--- src/common/gmb_pkg.sv ---
// Function
// RULE1 - device raises config-change interrupt to start any resize
// RULE2 - requested above held wants more pages; below means balloon holds too much
// RULE3 - inflate array holds address/4096 as 32-bit entries on grow queue
// RULE4 - deflate array of ballooned pages posted on shrink queue
// RULE5 - driver announces reclaimed pages on the shrink queue
// RULE6 - with notify-before-reuse, driver waits for shrink descriptor return
// RULE7 - without notify-before-reuse, device tolerates early page reuse
// RULE8 - driver writes held count after each inflate or deflate
// RULE9 - driver should inflate when requested exceeds held
// RULE10 - driver may deflate when requested is below held
// RULE11 - driver primes report queue with one empty buffer and notifies
// RULE12 - device starts statistics request by returning held buffer, interrupting
// RULE13 - driver discards used buffer, posts fresh statistics buffer, notifies
// RULE14 - device consumes statistics and keeps buffer for the next request
// RULE15 - record is 16-bit tag then 64-bit value, packed back to back
// RULE16 - every statistic optional; unsupported ones should be omitted
// RULE17 - statistics little-endian, guest native order in legacy mode
// RULE18 - tags 0 swap in, 1 swap out, 2 major faults
// RULE19 - tags 3 minor faults, 4 free bytes, 5 total bytes
// RULE20 - requested and held counts are 32-bit, always little-endian
// RULE21 - queue 0 grow, 1 shrink, 2 report only with statistics feature
// RULE22 - feature bit 0 notify-before-reuse, bit 1 report queue present
// RULE23 - descriptor returned used only after all its frames are processed
package gmb_pkg;
  localparam logic [7:0] GMB_REG_REQ = 8'h00;
  localparam logic [7:0] GMB_REG_HELD = 8'h04;
  localparam logic [7:0] GMB_REG_FEAT = 8'h08;
  localparam logic [7:0] GMB_REG_STATUS = 8'h0c;
  localparam logic [7:0] GMB_REG_CTRL = 8'h10;
  localparam logic [7:0] GMB_REG_NOTIFY = 8'h14;
  localparam logic [7:0] GMB_REG_FRAME = 8'h18;
  localparam logic [7:0] GMB_REG_DONE = 8'h1c;
  localparam logic [7:0] GMB_REG_STAT_TAG = 8'h20;
  localparam logic [7:0] GMB_REG_STAT_LO = 8'h24;
  localparam logic [7:0] GMB_REG_STAT_HI = 8'h28;
  localparam logic [7:0] GMB_REG_FRAMES = 8'h2c;
  localparam logic [7:0] GMB_REG_STAT_BASE = 8'h40;
  localparam int GMB_FEAT_REUSE_BIT = 0;
  localparam int GMB_FEAT_REPORT_BIT = 1;
  localparam logic [1:0] GMB_Q_GROW = 2'h0;
  localparam logic [1:0] GMB_Q_SHRINK = 2'h1;
  localparam logic [1:0] GMB_Q_REPORT = 2'h2;
  localparam logic [2:0] GMB_NUM_TAGS = 3'h6;
  localparam logic [31:0] GMB_PAGE_BYTES = 32'h0000_1000;
  localparam logic [31:0] GMB_REQ_RESET = 32'h0000_0000;
  localparam logic [1:0] GMB_RESP_OKAY = 2'b00;
  localparam logic [1:0] GMB_RESP_SLVERR = 2'b10;
  typedef enum logic [2:0] {
    GMB_IDLE, GMB_GROW, GMB_SHRINK, GMB_RET
  } gmb_q_state_t;
  typedef struct packed {
    logic [15:0] tag;
    logic [63:0] value;
  } gmb_stat_t;
endpackage : gmb_pkg

--- src/core/gmb_balloon.sv ---
`timescale 1ns/1ps
`default_nettype none
module gmb_balloon
  import gmb_pkg::*;
(
  input wire logic clk_sys,
  input wire logic rstn,
  input wire logic [7:0] s_axi_awaddr,
  input wire logic s_axi_awvalid,
  output logic s_axi_awready,
  input wire logic [31:0] s_axi_wdata,
  input wire logic [3:0] s_axi_wstrb,
  input wire logic s_axi_wvalid,
  output logic s_axi_wready,
  output logic [1:0] s_axi_bresp,
  output logic s_axi_bvalid,
  input wire logic s_axi_bready,
  input wire logic [7:0] s_axi_araddr,
  input wire logic s_axi_arvalid,
  output logic s_axi_arready,
  output logic [31:0] s_axi_rdata,
  output logic [1:0] s_axi_rresp,
  output logic s_axi_rvalid,
  input wire logic s_axi_rready,
  output logic config_irq_q,
  output logic report_irq_q
);
  // register state
  logic [31:0] req_q, held_q, frames_q;
  logic [1:0] feat_q;
  logic legacy_q;
  logic report_held_q, report_buf_q;
  logic [1:0] used_q;
  gmb_q_state_t st_q;
  logic [31:0] left_q;
  gmb_stat_t last_q;
  logic [63:0] stats_q [0:5];
  logic aw_q, w_q;
  logic [7:0] awaddr_q;
  logic [31:0] wdata_q;
  logic [3:0] wstrb_q;

  function automatic logic [31:0] merge(input logic [31:0] o,
      input logic [31:0] n, input logic [3:0] s);
    logic [31:0] r;
    r = o;
    for (int i = 0; i < 4; i++) begin
      if (s[i]) begin
        r[i*8 +: 8] = n[i*8 +: 8];
      end
    end
    return r;
  endfunction : merge

  // legacy fields in guest order; modelled as byte reversal
  function automatic logic [31:0] fix32(input logic [31:0] v, input logic l);
    return l ? {v[7:0], v[15:8], v[23:16], v[31:24]} : v;
  endfunction : fix32

  logic wr_go;
  logic [31:0] wv;
  logic [31:0] wfix;
  assign wr_go = aw_q && w_q && !s_axi_bvalid;
  assign wv = merge(32'h0000_0000, wdata_q, wstrb_q);
  // statistics word in device order; a function result cannot be sliced
  assign wfix = fix32(wv, legacy_q);

  // address and data latch independently, in either order
  always_ff @(posedge clk_sys or negedge rstn) begin
    if (!rstn) begin
      aw_q <= 1'b0;
      w_q <= 1'b0;
      awaddr_q <= 8'h00;
      wdata_q <= 32'h0000_0000;
      wstrb_q <= 4'h0;
    end else begin
      if (s_axi_awvalid && s_axi_awready) begin
        aw_q <= 1'b1;
        awaddr_q <= s_axi_awaddr;
      end else if (wr_go) begin
        aw_q <= 1'b0;
      end
      if (s_axi_wvalid && s_axi_wready) begin
        w_q <= 1'b1;
        wdata_q <= s_axi_wdata;
        wstrb_q <= s_axi_wstrb;
      end else if (wr_go) begin
        w_q <= 1'b0;
      end
    end
  end

  // ready only while the holding slot is empty
  always_ff @(posedge clk_sys or negedge rstn) begin
    if (!rstn) begin
      s_axi_awready <= 1'b0;
      s_axi_wready <= 1'b0;
      s_axi_bvalid <= 1'b0;
      s_axi_bresp <= GMB_RESP_OKAY;
    end else begin
      s_axi_awready <= !aw_q && !(s_axi_awvalid && s_axi_awready);
      s_axi_wready <= !w_q && !(s_axi_wvalid && s_axi_wready);
      if (wr_go) begin
        s_axi_bvalid <= 1'b1;
        s_axi_bresp <= (awaddr_q > GMB_REG_FRAMES) ? GMB_RESP_SLVERR
                                                   : GMB_RESP_OKAY;
      end else if (s_axi_bready) begin
        s_axi_bvalid <= 1'b0;
      end
    end
  end

  // configuration: any write to the requested count raises config interrupt
  always_ff @(posedge clk_sys or negedge rstn) begin
    if (!rstn) begin
      req_q <= GMB_REQ_RESET;
      held_q <= 32'h0000_0000;
      feat_q <= 2'b00;
      legacy_q <= 1'b0;
      config_irq_q <= 1'b0;
    end else begin
      if (wr_go && awaddr_q == GMB_REG_REQ) begin
        req_q <= merge(req_q, wdata_q, wstrb_q);
        config_irq_q <= 1'b1; // RULE1
      end else if (wr_go && awaddr_q == GMB_REG_STATUS && wv[0]) begin
        config_irq_q <= 1'b0;
      end
      if (wr_go && awaddr_q == GMB_REG_HELD) begin
        held_q <= merge(held_q, wdata_q, wstrb_q); // RULE8 RULE20
      end
      if (wr_go && awaddr_q == GMB_REG_FEAT) begin
        feat_q <= wv[1:0]; // RULE22
        legacy_q <= wv[31];
      end
    end
  end

  // descriptor engine: frames counted down before used return
  always_ff @(posedge clk_sys or negedge rstn) begin
    if (!rstn) begin
      st_q <= GMB_IDLE;
      left_q <= 32'h0000_0000;
      frames_q <= 32'h0000_0000;
      used_q <= 2'b00;
    end else begin
      case (st_q)
        GMB_IDLE: begin
          if (wr_go && awaddr_q == GMB_REG_NOTIFY && wv[31:16] != 16'h0) begin
            left_q <= {16'h0000, wv[31:16]};
            used_q <= 2'b00;
            if (wv[1:0] == GMB_Q_GROW) begin
              st_q <= GMB_GROW; // RULE21
            end else if (wv[1:0] == GMB_Q_SHRINK) begin
              st_q <= GMB_SHRINK; // RULE5
            end
          end
        end
        GMB_GROW, GMB_SHRINK: begin
          // each entry is a 4 KiB frame number regardless of guest pages
          if (wr_go && awaddr_q == GMB_REG_FRAME) begin // RULE3 RULE4
            left_q <= left_q - 32'h1;
            frames_q <= (st_q == GMB_GROW) ? frames_q + 32'h1
                                           : frames_q - 32'h1;
            if (left_q == 32'h1) begin
              st_q <= GMB_RET; // RULE23
              used_q <= (st_q == GMB_GROW) ? 2'b01 : 2'b10;
            end
          end
        end
        GMB_RET: begin
          // no frame is ever locked, so early reuse is harmless
          if (wr_go && awaddr_q == GMB_REG_DONE) begin // RULE6 RULE7
            st_q <= GMB_IDLE;
            used_q <= 2'b00;
          end
        end
        default: st_q <= GMB_IDLE;
      endcase
    end
  end

  // report queue: hold buffer, return it on request, take new stats
  always_ff @(posedge clk_sys or negedge rstn) begin
    if (!rstn) begin
      report_held_q <= 1'b0;
      report_buf_q <= 1'b0;
      report_irq_q <= 1'b0;
      last_q <= '0;
    end else begin
      if (wr_go && awaddr_q == GMB_REG_NOTIFY && wv[1:0] == GMB_Q_REPORT
          && feat_q[GMB_FEAT_REPORT_BIT]) begin
        report_held_q <= 1'b1; // RULE11 RULE14
        report_buf_q <= 1'b0;
      end else if (wr_go && awaddr_q == GMB_REG_CTRL && wv[0]
                   && report_held_q) begin
        report_held_q <= 1'b0; // RULE12
        report_buf_q <= 1'b1;
        report_irq_q <= 1'b1;
      end else if (wr_go && awaddr_q == GMB_REG_STATUS && wv[1]) begin
        report_irq_q <= 1'b0; // RULE13
      end
      if (wr_go && awaddr_q == GMB_REG_STAT_TAG) begin
        last_q.tag <= wfix[15:0]; // RULE15 RULE17
      end
      if (wr_go && awaddr_q == GMB_REG_STAT_LO) begin
        last_q.value[31:0] <= wfix;
      end
    end
  end

  // record complete on high word; unknown tags are dropped
  always_ff @(posedge clk_sys or negedge rstn) begin
    if (!rstn) begin
      for (int i = 0; i < 6; i++) begin
        stats_q[i] <= 64'h0;
      end
    end else if (wr_go && awaddr_q == GMB_REG_STAT_HI
                 && last_q.tag < {13'h0, GMB_NUM_TAGS}) begin
      // RULE18 RULE19 RULE16
      stats_q[last_q.tag[2:0]] <= {wfix, last_q.value[31:0]};
    end
  end

  // read port
  logic [31:0] rd;
  always_comb begin
    rd = 32'h0000_0000;
    case (s_axi_araddr)
      GMB_REG_REQ: rd = req_q;
      GMB_REG_HELD: rd = held_q;
      GMB_REG_FEAT: rd = {legacy_q, 29'h0, feat_q};
      GMB_REG_STATUS: rd = {24'h0, st_q == GMB_IDLE, report_buf_q,
                            report_held_q, req_q > held_q, // RULE2
                            req_q < held_q, used_q,
                            config_irq_q | report_irq_q};
      GMB_REG_FRAMES: rd = frames_q;
      default: begin
        if (s_axi_araddr >= GMB_REG_STAT_BASE &&
            s_axi_araddr < GMB_REG_STAT_BASE + 8'h30) begin
          rd = s_axi_araddr[2] ?
            stats_q[3'(s_axi_araddr[5:3] + 3'h0)][63:32] :
            stats_q[3'(s_axi_araddr[5:3] + 3'h0)][31:0];
        end
      end
    endcase
  end

  always_ff @(posedge clk_sys or negedge rstn) begin
    if (!rstn) begin
      s_axi_arready <= 1'b0;
      s_axi_rvalid <= 1'b0;
      s_axi_rdata <= 32'h0000_0000;
      s_axi_rresp <= GMB_RESP_OKAY;
    end else begin
      s_axi_arready <= !s_axi_rvalid && !(s_axi_arvalid && s_axi_arready);
      if (s_axi_arvalid && s_axi_arready) begin
        s_axi_rvalid <= 1'b1;
        s_axi_rdata <= rd;
        s_axi_rresp <= (s_axi_araddr <= GMB_REG_FRAMES ||
          (s_axi_araddr >= GMB_REG_STAT_BASE &&
           s_axi_araddr < GMB_REG_STAT_BASE + 8'h30)) ? GMB_RESP_OKAY
                                                     : GMB_RESP_SLVERR;
      end else if (s_axi_rready) begin
        s_axi_rvalid <= 1'b0;
      end
    end
  end
endmodule : gmb_balloon
`default_nettype wire

--- config.mk ---
export PLATFORM = sky130hd
export DESIGN_NAME = gmb_balloon
export DESIGN_NICKNAME = d
export VERILOG_FILES = /design/src/common/gmb_pkg.sv /design/src/core/gmb_balloon.sv
export SDC_FILE = /design/constraint.sdc
export NUM_CORES = 1
export LEC_CHECK = 0
export ABC_AREA = 1
export CAP_MARGIN = 5
export CELL_PAD_IN_SITES_DETAIL_PLACEMENT = 0
export CELL_PAD_IN_SITES_GLOBAL_PLACEMENT = 1
export CORE_MARGIN = 2
export CORE_UTILIZATION = 43
export CTS_CLUSTER_SIZE = 14
export DETAILED_ROUTE_END_ITERATION = 6
export DONT_BUFFER_PORTS = 1
export MAX_ROUTING_LAYER = met4
export PLACE_DENSITY = 0.8
export SLEW_MARGIN = 40
export SYNTH_ARGS = -nofsm -noshare
export SYNTH_HDL_FRONTEND = slang
export SYNTH_SLANG_ARGS = --single-unit
--- constraint.sdc ---
create_clock -name clk_sys -period 2.7 [get_ports clk_sys]
set_clock_uncertainty 0.05 [all_clocks]
set_input_delay 0.675 -clock clk_sys [delete_from_list [all_inputs] [get_ports clk_sys]]
set_output_delay 0.675 -clock clk_sys [all_outputs]
set_load 0.02 [all_outputs]
==> results.md <==
* Die height at 280.5 µm
* Top-count cell post-synth: nand2_1
* Syn Area/Cell at 7.687 µm²
* FMAX at 392.8 MHz
* CTS max path bufs at 3
* Finish-stage setup viols at 0
* CP Capture Point: frames_q[27]
* Post-DP HPWL at 68.16 mm
* Status: finished with violations
* Worst Max-Slew Pin Slew at 0.7750 ns
* Pre-antenna DRT Iters at 6
* Relative slew slack at 47.99%
* Die W at 280.5 µm
* Final Power at 31450 µW
* Post-synth top cells: 1285 x nand2_1, 656 x dfrtp_1, 618 x o21ai_0
* Crit Path Class: reg -> reg
* Clock sinks at 656
* FF-to-FF setup slack at 0.15 ns
* Initial antenna violation count at 1
* Reg2reg end: frames_q[27]
* Rows at 101
* Sequential area share after synthesis at 49.95%
* DRT antenna net count at 0
* Final-layout fill cell count at 7453
* Antenna diode count at 0
* Worst VDD drop at 0.5634 mV
* Synth area leaders: dfrtp_1 50%, nand2_1 15%, o21ai_0 9.4%, nor2_1 5.4%, nand3_1 4.8%
* DR vias at 28766
* Pre-CTS setup slack at -0.09201 ns
* Placeable core area at 0.07582 mm²
* Cell count after synthesis at 4275
* Number of global-route vias before repair at 27577
* Mapped Area at 0.03286 mm²
* Failing checks: negative hold slack
* Arr. time, crit path at 2.99 ns
* Hold WC Path Type: in -> async
* Synthesis-stage register bit count at 656
* GRT Total Usage at 27.47%
* EDFF count, synth at 0
* Share of the synthesized area in the top cell type at 49.95%
* R2R Path Start: st_q[1]
* Slew Limit Fails at 0
* Post-layout minimum cycle time at 2.546 ns
* GPL Wtd Cong at 0.9085
* Starting Density at 43.34%
* H-tree levels at 3
* Primary FF master, synth: dfrtp_1
* Synth cell types at 39
* Startpoint types: register
* Die ar. at 0.07865 mm²
* Layout area overhead at 13.93%
* Setup TNS at 0 ns
* Total wire length at 103.6 mm
* Total congestion overflow at 0
* Clk slew on worst S/H paths at 0.07 ns
* Io pins at 102
* Clock latency on the worst-skew pair at 0.62 ns
* Max-cap violation count at 0
* Setup WS post-layout at 0.1542 ns
* Port bufs at 0
* TritonCTS buffer count at 72
* CTS tree: done
* Global-route wire length before repair at 163.8 mm
* Area leader, netlist: dfrtp_1
* Async SR Flop Fraction at 100.0%
* Vias per inst at 5.431
* Final Util at 49.38%
* Layout Nets at 4398
* Static leakage at 0.01852 µW
* Initial DRC Count at 2252
* Worst-case reg-to-reg path depth at 15
* Final hold vios at 7
* Hold slack at -0.03396 ns
* CTS Root Cell: clkbuf_16
* # DRC at 0
* Worst Path Required at 3.15 ns
* Critical path fanouts, max at 18
* CP endpoint kind: register
* Synthesis warning total at 0
* Fin crit share at 94.29%
* Largest net degree at the start of global routing at 657
* Share of cells above drive strength 1 at 7.780%
* WL per Instance at 19.57 µm
* Critical path launch point: st_q[1]
* PD cells at 840.0 mW/mm²
metal layers:
metal	GRT usage (%)	vias to the layer above	wire, µm	part of all wire, %
met1	38.00	13846	47520	46
met2	42.78	795	47700	46
met5	-	-	0	0
met3	3.339	122	5944	5.7
li1	-	14003	-	-
met4	7.514	0	2475	2.4
power by group:
group | internal, µW | total, µW | switching (µW)
Sequential | 10800 | 12100 | 1360
Combinational | 3060 | 9420 | 6370
Clock | 5820 | 9900 | 4080
Total | 19600 | 31400 | 11800
sequential cells by signal (all words and copies together), names as in the netlist, 32 cells and up:
signal       flops
wdata_q         32
last_q          48
frames_q        32
held_q          32
req_q           32
left_q          32
s_axi_rdata     32
stats_q        384
per-stage QoR:
| step | instances | cell area (µm²) |
|---|---|---|
| after global routing | 5297 | 37440 |
| after detailed placement | 5166 | 34850 |
| after CTS | 5290 | 37190 |
| after floorplan | 4276 | 32890 |
| after global placement | 5166 | 34850 |
| final | 5297 | 37440 |
cells in the final DEF, fill, tap and decap left out, types with 14 or more instances in the layout:
master | synthesis | routed
clkbuf_16 | 0 | 75
inv_1 | 217 | 213
buf_4 | 2 | 127
o211ai_1 | 45 | 45
xnor2_1 | 20 | 20
a211oi_1 | 21 | 21
o21ai_0 | 618 | 613
xor2_1 | 14 | 14
nand2_1 | 1285 | 1275
nand3_1 | 318 | 317
ha_1 | 68 | 63
nor2_1 | 470 | 461
buf_12 | 0 | 32
dfrtp_1 | 656 | 656
o22ai_1 | 42 | 42
o21ai_1 | 17 | 19
nand4_1 | 26 | 26
clkbuf_1 | 205 | 17
a21oi_1 | 145 | 137
worst min path at each step:
stage / startpoint / slack [ns] / cells after the start / endpoint
floorplan: rstn / 0.33 / 0 / aw_q
global placement: aw_q / 0.39 / 1 / s_axi_awready
detailed placement: aw_q / 0.39 / 1 / s_axi_awready
CTS: rstn / -0.26 / 0 / stats_q[133]
global route: rstn / 0.03 / 1 / stats_q[70]
finish: rstn / -0.03 / 1 / stats_q[70]
logic make-up (layout without fill, tap and decap cells):
group                      count (synthesis)  after routing  share of synthesized area, %
muxes                                      9              9                        0.3084
adders and majority gates                 69             69                         2.650
buffers and inverters                    466            509                         5.448
xor gates and xnor gates                  34             34                        0.9062
AOI/OAI and AO/OA                        906            906                         14.59
DFF                                      656            656                         49.95
and+or+nand+nor                         2134           2134                         26.13
other                                      1              2                       0.01141
critical path, stage by stage, from the launching register on:
cell	delay (ns)
dfrtp_1	0.38
inv_1	0.10
ha_4	0.18
clkinvlp_4	0.11
buf_12	0.16
ha_1	0.33
a21oi_1	0.21
nor2_1	0.06
nor2_1	0.11
nand2_1	0.12
nand2_1	0.08
nand2_1	0.14
nand2_1	0.14
nand3_1	0.08
nand3_1	0.09
nand2_1	0.05
timing repair:
item,in CTS,in global routing
cloned,0,0
setup buffers,1,0
resized for setup,1,22
hold endpoints to repair,656,64
pin swaps,1,0
endpoints found under the setup margin,14,197
final cells by class:
class / instances / area [µm²] / share of cell area, %
clock buffers: 105 / 2120 / 5.661
flip-flops and latches: 656 / 16420 / 43.85
clock inverters: 18 / 209.0 / 0.5581
inverters: 220 / 834.6 / 2.229
well taps: 978 / 1224 / 3.268
repair buffers: 166 / 1769 / 4.725
multi-input cells: 3154 / 14870 / 39.71
(Power assumes the default switching activity.)
